[src/freq_error_estimator_consts.vh]
// Constants for the receiver control and frequency error estimator block.
`ifndef FREQ_ERROR_ESTIMATOR_CONSTS_VH
`define FREQ_ERROR_ESTIMATOR_CONSTS_VH

// ==========================================================================
// Register addresses (7-bit).
`define ADDR_MAIN_CTRL 7'h00
`define ADDR_RX_OPTION 7'h01
`define ADDR_FILT_DIV 7'h08
`define ADDR_EST_CTRL 7'h15
`define ADDR_EST_RESULT 7'h16

// ==========================================================================
// Field positions.
`define BIT_AMP_BYPASS 7
`define BIT_MODE_HI 2
`define BIT_MODE_LO 1
`define BIT_SIGNAL_STRENGTH_EN 3
`define BIT_PREFILTER_HI 1
`define BIT_PREFILTER_LO 0
`define BIT_EST_WINDOW_HI 3
`define BIT_EST_WINDOW_LO 2
`define BIT_EST_MODE_HI 1
`define BIT_EST_MODE_LO 0

// ==========================================================================
// Codes and masks.
`define OP_MODE_RECEIVE 2'h2
`define EST_MODE_COUNT 2'h3
`define RX_OPTION_MASK 8'hCF
`define FILT_DIV_FIXED 8'hC0
`define EST_CTRL_MASK 8'h0F
`define WINDOW_BASE 7'h08

// ==========================================================================
// Reset values.
`define RST_MAIN_CTRL 8'h00
`define RST_RX_OPTION 8'h00
`define RST_FILT_DIV 6'h01
`define RST_EST_CTRL 4'h0

// ==========================================================================
// Serial frame layout: 7 address bits, 1 read flag, 8 data bits.
`define FRAME_HDR_BITS 5'h08
`define FRAME_BITS 5'h10

`endif

[src/filter_clock_gen.v]
// Channel filter clock divider producing two non-overlapping phases.
`timescale 1ns/1ps
module filter_clock_gen (
  // Clock and reset
  input wire clk_sys,
  input wire rst,
  // Divider setting
  input wire [5:0] filter_clock_divider,
  // Filter clock phases
  output reg filter_phase_a_r,
  output reg filter_phase_b_r
);

  // ========================================================================
  // Prescaler and quarter counter.
  reg [5:0] pre_cnt_r;
  reg [1:0] quarter_r;
  wire [5:0] div_eff;
  wire pre_tick;

  // A zero divider would stall the filter, so it is run as a divide by one.
  assign div_eff = (filter_clock_divider == 6'h00) ? 6'h01 :
                   filter_clock_divider;
  assign pre_tick = (pre_cnt_r >= div_eff - 6'h01);

  always @(posedge clk_sys or posedge rst) begin
    if (rst) begin
      pre_cnt_r <= 6'h00;
      quarter_r <= 2'h0;
      filter_phase_a_r <= 1'b0;
      filter_phase_b_r <= 1'b0;
    end else begin
      if (pre_tick) begin
        pre_cnt_r <= 6'h00;
        quarter_r <= quarter_r + 2'h1;
      end else begin
        pre_cnt_r <= pre_cnt_r + 6'h01;
      end
      // Phases are half a period apart with an idle quarter between them,
      // which keeps them non-overlapping at every divider setting.
      filter_phase_a_r <= (quarter_r == 2'h0);
      filter_phase_b_r <= (quarter_r == 2'h2);
    end
  end

endmodule

[src/receiver_freq_error_estimator.v]
// Receiver control registers, demodulator decision and error estimator.
`timescale 1ns/1ps
`include "freq_error_estimator_consts.vh"
module receiver_freq_error_estimator (
  // Clock and reset
  input wire clk_sys,
  input wire rst,
  // Serial programming port
  input wire prog_sel,
  input wire prog_clk,
  input wire prog_data_in,
  output reg prog_data_out_r,
  output reg prog_data_oe_r,
  // Limiter outputs and symbol timing
  input wire i_chan,
  input wire q_chan,
  input wire symbol_tick,
  // Analog controls
  output reg amp_bypass_r,
  output reg [1:0] prefilter_cutoff_sel_r,
  output reg signal_strength_enable_r,
  output wire filter_phase_a,
  output wire filter_phase_b,
  // Receive data
  output reg rx_data_pin_r,
  output reg rx_data_oe_r,
  output reg high_tone_pulse_r,
  output reg low_tone_pulse_r
);

  // ========================================================================
  // Helpers.
  function [6:0] window_len;
    input [1:0] sel;
    begin
      window_len = `WINDOW_BASE << sel;
    end
  endfunction

  // ========================================================================
  // Register state.
  reg [7:0] main_ctrl_r;
  reg [7:0] rx_option_r;
  reg [5:0] filter_clock_divider_r;
  reg [3:0] est_ctrl_r;
  reg [7:0] freq_error_count_r;
  reg [6:0] sym_cnt_r;
  reg est_done_r;

  // ========================================================================
  // Serial port framing.
  reg prog_clk_q_r;
  reg [4:0] bit_cnt_r;
  reg [15:0] shift_r;
  reg [7:0] tx_shift_r;
  reg rd_frame_r;
  wire clk_rise;
  wire clk_fall;
  wire [15:0] shift_nxt;
  wire write_commit;
  wire [6:0] frame_addr;
  reg [7:0] read_data;

  assign clk_rise = prog_sel & prog_clk & ~prog_clk_q_r;
  assign clk_fall = prog_sel & ~prog_clk & prog_clk_q_r;
  assign shift_nxt = {shift_r[14:0], prog_data_in};
  // The sixteenth rising edge of a write frame commits the data byte.
  assign write_commit = clk_rise & (bit_cnt_r == `FRAME_BITS - 5'h01) &
                        ~shift_r[7];
  assign frame_addr = rd_frame_r ? shift_r[7:1] : shift_r[14:8];

  always @* begin
    case (frame_addr)
      `ADDR_MAIN_CTRL: read_data = main_ctrl_r;
      `ADDR_RX_OPTION: read_data = rx_option_r & `RX_OPTION_MASK;
      `ADDR_FILT_DIV: read_data = `FILT_DIV_FIXED |
                                  {2'h0, filter_clock_divider_r};
      `ADDR_EST_CTRL: read_data = {4'h0, est_ctrl_r};
      `ADDR_EST_RESULT: read_data = freq_error_count_r;
      default: read_data = 8'h00;
    endcase
  end

  always @(posedge clk_sys or posedge rst) begin
    if (rst) begin
      prog_clk_q_r <= 1'b0;
      bit_cnt_r <= 5'h00;
      shift_r <= 16'h0000;
      tx_shift_r <= 8'h00;
      rd_frame_r <= 1'b0;
      prog_data_out_r <= 1'b0;
      prog_data_oe_r <= 1'b0;
    end else begin
      prog_clk_q_r <= prog_clk;
      if (!prog_sel) begin
        bit_cnt_r <= 5'h00;
        rd_frame_r <= 1'b0;
        prog_data_oe_r <= 1'b0;
      end else begin
        if (clk_rise && bit_cnt_r != `FRAME_BITS) begin
          shift_r <= shift_nxt;
          bit_cnt_r <= bit_cnt_r + 5'h01;
          if (bit_cnt_r == `FRAME_HDR_BITS - 5'h01) begin
            rd_frame_r <= prog_data_in;
          end
        end
        // Read data changes on falling edges so the host samples it
        // cleanly on the following rising edge.
        if (clk_fall && rd_frame_r) begin
          if (bit_cnt_r == `FRAME_HDR_BITS) begin
            prog_data_out_r <= read_data[7];
            tx_shift_r <= {read_data[6:0], 1'b0};
            prog_data_oe_r <= 1'b1;
          end else if (bit_cnt_r == `FRAME_BITS) begin
            prog_data_oe_r <= 1'b0;
          end else begin
            prog_data_out_r <= tx_shift_r[7];
            tx_shift_r <= {tx_shift_r[6:0], 1'b0};
          end
        end
      end
    end
  end

  // ========================================================================
  // Writable registers and their outputs.
  always @(posedge clk_sys or posedge rst) begin
    if (rst) begin
      main_ctrl_r <= `RST_MAIN_CTRL;
      rx_option_r <= `RST_RX_OPTION;
      filter_clock_divider_r <= `RST_FILT_DIV;
      est_ctrl_r <= `RST_EST_CTRL;
      amp_bypass_r <= 1'b0;
      prefilter_cutoff_sel_r <= 2'h0;
      signal_strength_enable_r <= 1'b0;
    end else begin
      if (write_commit) begin
        case (shift_r[14:8])
          `ADDR_MAIN_CTRL: main_ctrl_r <= shift_nxt[7:0];
          `ADDR_RX_OPTION: rx_option_r <= shift_nxt[7:0] & `RX_OPTION_MASK;
          `ADDR_FILT_DIV: filter_clock_divider_r <= shift_nxt[5:0];
          `ADDR_EST_CTRL: est_ctrl_r <= shift_nxt[3:0];
          default: ;
        endcase
      end
      amp_bypass_r <= main_ctrl_r[`BIT_AMP_BYPASS];
      prefilter_cutoff_sel_r <= {rx_option_r[`BIT_PREFILTER_HI],
                                 rx_option_r[`BIT_PREFILTER_LO]};
      signal_strength_enable_r <= rx_option_r[`BIT_SIGNAL_STRENGTH_EN];
    end
  end

  filter_clock_gen u_filter_clock_gen (
    .clk_sys(clk_sys),
    .rst(rst),
    .filter_clock_divider(filter_clock_divider_r),
    .filter_phase_a_r(filter_phase_a),
    .filter_phase_b_r(filter_phase_b)
  );

  // ========================================================================
  // Demodulator decision.
  reg i_q_r;
  wire receiving;
  wire i_rise;

  assign receiving = ({main_ctrl_r[`BIT_MODE_HI], main_ctrl_r[`BIT_MODE_LO]}
                      == `OP_MODE_RECEIVE);
  assign i_rise = i_chan & ~i_q_r;

  always @(posedge clk_sys or posedge rst) begin
    if (rst) begin
      i_q_r <= 1'b0;
      rx_data_pin_r <= 1'b0;
      rx_data_oe_r <= 1'b0;
      high_tone_pulse_r <= 1'b0;
      low_tone_pulse_r <= 1'b0;
    end else begin
      i_q_r <= i_chan;
      rx_data_oe_r <= receiving;
      // Quadrature already high when I rises means I lags Q.
      high_tone_pulse_r <= receiving & i_rise & q_chan;
      low_tone_pulse_r <= receiving & i_rise & ~q_chan;
      if (receiving && i_rise) begin
        rx_data_pin_r <= q_chan;
      end
    end
  end

  // ========================================================================
  // Frequency error estimator.
  wire est_run;
  wire [1:0] est_win;

  assign est_win = {est_ctrl_r[`BIT_EST_WINDOW_HI],
                    est_ctrl_r[`BIT_EST_WINDOW_LO]};
  assign est_run = ({est_ctrl_r[`BIT_EST_MODE_HI],
                     est_ctrl_r[`BIT_EST_MODE_LO]} == `EST_MODE_COUNT) &
                   receiving & ~est_done_r;

  always @(posedge clk_sys or posedge rst) begin
    if (rst) begin
      freq_error_count_r <= 8'h00;
      sym_cnt_r <= 7'h00;
      est_done_r <= 1'b0;
    end else if (write_commit) begin
      freq_error_count_r <= 8'h00;
      sym_cnt_r <= 7'h00;
      est_done_r <= 1'b0;
    end else if (est_run) begin
      // Plain 8-bit wrap: going past +127 reads back as negative.
      if (high_tone_pulse_r && !low_tone_pulse_r) begin
        freq_error_count_r <= freq_error_count_r + 8'h01;
      end else if (low_tone_pulse_r && !high_tone_pulse_r) begin
        freq_error_count_r <= freq_error_count_r - 8'h01;
      end
      if (symbol_tick) begin
        sym_cnt_r <= sym_cnt_r + 7'h01;
        if (sym_cnt_r + 7'h01 == window_len(est_win)) begin
          est_done_r <= 1'b1;
        end
      end
    end
  end

endmodule

[config.mk]
export PLATFORM = sky130hd
export DESIGN_NAME = receiver_freq_error_estimator
export DESIGN_NICKNAME = d
export VERILOG_FILES = /design/src/filter_clock_gen.v /design/src/receiver_freq_error_estimator.v
export VERILOG_INCLUDE_DIRS = /design/src /design/src/src
export SDC_FILE = /design/constraint.sdc
export NUM_CORES = 1
export LEC_CHECK = 0
export ABC_AREA = 1
export BUFFER_PORTS_ARGS = -buffer_cell sky130_fd_sc_hd__buf_4
export CAP_MARGIN = 20
export CORE_ASPECT_RATIO = 0.7
export CORE_MARGIN = 5
export CORE_UTILIZATION = 30
export CTS_CLUSTER_SIZE = 12
export DETAILED_ROUTE_END_ITERATION = 7
export PLACE_DENSITY_LB_ADDON = 0.2
export SYNTH_ARGS = -nofsm -noshare
export SYNTH_HDL_FRONTEND = slang
export SYNTH_SLANG_ARGS = --single-unit
[constraint.sdc]
create_clock -name clk_sys -period 2.8 [get_ports clk_sys]
set_input_delay 0.14 -clock clk_sys [delete_from_list [all_inputs] [get_ports clk_sys]]
set_output_delay 0.14 -clock clk_sys [all_outputs]
set_load 0.005 [all_outputs]
==> results.toml <==
[critical_path]
path_max_fanout = 9
r2r_cells = 12
cp_cell_sequence = "inv_1 > nand3_1 > o21ai_2 > nor3_1 > inv_1 > nor3_1 > a21oi_1 > ha_1 > nand2_1 > o21a_1 > nand2_2 > o21ai_0"
required_ns = 3.02
timing.rr.start = "filter_clock_divider_r[0]$_DFFE_PP1P_"
cpPeakStageDelay_ns = 0.56
slowest_stage = "dfstp_2"
r2r_slack_ns = 0.46
cp_data_arrival_time_ns = 2.56
end_kind = "register"
path_class = "register to register"
worstReg2RegEnd = "u_filter_clock_gen.quarter_r[1]$_DFFE_PP0P_"
setup.worst_path.start_class = "register"

[worst_hold_path]
whs_endpoint = "rd_frame_r$_DFFE_PP0P_"
whs_path_depth = 3
min-delay-start = "prog_data_in"
min_path_type = "input pin to register"

[finish]
drive_gt1_share_pct = 12.1
diodes = 0
multi_input_area_um2 = 2200
stdcell_area_um2 = 5530
fin_nets = 665
seq_area_um2 = 2250
area_growth_syn_to_layout_pct = 15.1
fillers = 1626

[sta]
layout_min_cycle_time_ns = 2.34
clock.fmax_ghz = 0.428
final_max_slew_viol_count = 0
tns_ns = 0
clock_skew_ns = 0.00497
fin_crit_sh_pct = 83.5
tightest_slew_ns = 0.805
slew_headroom_pct = 46.3
rsz0062_at_grt = "no"
hold_violations = 0
finalSetupViolCount = 0

[power]
leakagePower_nw = 2.70
ir_drop_v = 0.000335
powerDensity_nw_per_um2 = 526

[detailed_routing]
routedWlPerCell_um = 13.5
drt_first_pass_iters = 5
detail-route-antenna-nets = 0
viasPerCell = 4.60
vias = 3879
wl_um = 11400
drcViolationCount = 0
first_iter_violations = 227

[yosys]
seq_area_frac_synth_pct = 46.9
async_flop_share_pct = 100
synth_area_um2 = 4800
synth_ff_type = "dfrtp_1"
synth.area.top_cells = "dfrtp_1 (46%), nand2_1 (14%), o21ai_0 (5.5%)"
ys_types = 33
yosysMostFrequentCell = "nand2_1"
syn-num-nets = 639
yosys_warnings = 0
synth.cells.most_frequent = "nand2_1 (175), dfrtp_1 (89), inv_1 (69)"
synth_top_area_share_pct = 46.4
ys_seq_elements = 90
synth_edf_count = 0
syn-instance-count = 612
synth_top_area_cell = "dfrtp_1"
synth.avg_cell_area_um2 = 7.85

[die]
rows = 38
die_x_um = 161
ios = 20
die_h_um = 116
die_area_um2 = 18700
initial_core_util_pct = 30.8
core_um2 = 15600

[global_route]
grt_max_degree = 45
grt_overflow = 0
grt_pass1_vias = 3746
antenna_found_initial = 0
grt_pass1_wl_um = 19400
gr-usage-all-layers_pct = 13.0

[cts]
clkTransAtPathRegs_ns = 0.07
clockBufferDepth = 2
cts_tree = "yes"
clk_latency_ns = 0.34
cts_hold_buf = 4
cts_setup_buffers = 0
ctsResizeCount = 0
htreeDepth = 3
cts_buffers = 9
cts_sinks = 90
clockRootBuffer = "clkbuf_16"

[status]
status = "finished, final reports clean"

[placed_design]
place_congestion = 0.839
placed_area_um2 = 5160
hpwl_um = 8540
port_buffers = 19

[run]
cap_violations = 0
-- cell usage in the layout (no fill, tap or decap), types with 3 or more instances in the layout --
cell,Yosys,final
nand2_1,175,175
dfrtp_1,89,89
inv_1,69,68
nor2_1,55,55
o21ai_0,53,53
nand3_1,39,39
buf_4,1,22
ha_1,18,18
a21oi_1,17,17
nand2_2,16,16
nand4_1,10,10
clkbuf_16,0,9
o21ai_1,8,8
nor3_1,7,7
o22ai_1,7,7
xor2_1,5,5
nor2_4,5,5
inv_2,4,4
nor2_2,4,4
a21oi_2,4,4
dlygate4sd3_1,0,4
nand3b_1,3,3
clkinv_4,0,3
-- how the worst max path moves through the flow --
stage,from,endpoint,slack (ns),depth (start not counted)
2_1_floorplan,rst,amp_bypass_r$_DFF_PP0_,0.33,1
3_3_place_gp,filter_clock_divider_r[0]$_DFFE_PP1P_,u_filter_clock_gen.quarter_r[1]$_DFFE_PP0P_,0.55,12
3_5_place_dp,filter_clock_divider_r[0]$_DFFE_PP1P_,u_filter_clock_gen.quarter_r[1]$_DFFE_PP0P_,0.48,12
4_1_cts,filter_clock_divider_r[0]$_DFFE_PP1P_,u_filter_clock_gen.quarter_r[1]$_DFFE_PP0P_,0.46,12
5_1_grt,filter_clock_divider_r[0]$_DFFE_PP1P_,u_filter_clock_gen.quarter_r[1]$_DFFE_PP0P_,0.22,14
6_report,filter_clock_divider_r[0]$_DFFE_PP1P_,u_filter_clock_gen.quarter_r[1]$_DFFE_PP0P_,0.46,12
-- logic make-up after synthesis --
kind of cell               Yosys count  share of synthesized area, %
and+or+nand+nor                    320                          29.3
AOI/OAI and AO/OA                   91                          10.1
DFF                                 90                          46.9
buffers and inverters               85                          7.32
adders and majority gates           19                          5.11
xor gates and xnor gates             7                          1.28
-- power by group --
group          internal [W]  switching, W
logic             0.0000606      0.000155
clock network      0.000790      0.000534
registers           0.00134     0.0000276
-- through the flow --
| stage | cells | hold slack, ns | power (W) | utilization (%) | worst slack, ns |
|---|---|---|---|---|---|
| 3_3_place_gp | 823 | 0.260 | 0.00160 | 33.1 | 0.554 |
| 6_report | 843 | 0.0449 | 0.00291 | 35.5 | 0.462 |
| 5_1_grt | 843 | 0.0439 | 0.00303 | 35.5 | 0.217 |
| 4_1_cts | 843 | 0.0377 | 0.00295 | 35.5 | 0.463 |
| 3_5_place_dp | 823 | 0.260 | 0.00161 | 33.1 | 0.479 |
| 2_1_floorplan | 612 | 0.171 | 0.00153 | - | 0.326 |
-- worst max-delay path: cells and delay by family, from the launching register on --
family | cells | cell delay [ns]
AND/OR/NAND/NOR | 5 | 0.74
flip-flops | 1 | 0.56
AO/OA/AOI/OAI | 4 | 0.46
adder cells (fa/ha/maj) | 1 | 0.28
buffers and inverters | 2 | 0.17
-- layout make-up --
type	count	area share, %
Clock buffer	9	4.07
Clock inverter	7	1.86
Inverter	73	4.98
Multi-Input combinational cell	437	39.7
Sequential cell	90	40.8
Tap cell	200	4.53
Timing Repair Buffer	27	4.07
-- state kept, by name, indices dropped and copies added, names as in the netlist, 2 cells and up --
| signal | count |
|---|---|
| shift_r | 15 |
| freq_error_count_r | 8 |
| main_ctrl_r | 8 |
| sym_cnt_r | 7 |
| tx_shift_r | 7 |
| filter_clock_divider_r | 6 |
| rx_option_r | 6 |
| u_filter_clock_gen.pre_cnt_r | 6 |
| bit_cnt_r | 5 |
| est_ctrl_r | 4 |
| prefilter_cutoff_sel_r | 2 |
| u_filter_clock_gen.quarter_r | 2 |
-- layer usage --
layer	vias to the layer above	routed length [µm]	GRT usage, %
li1	2010	-	-
met1	1794	6460	20.3
met2	58	4360	17.7
met3	17	375	3.27
met4	0	175	3.69
met5	-	0	0
Note: power is estimated with default switching activity, not from simulation.
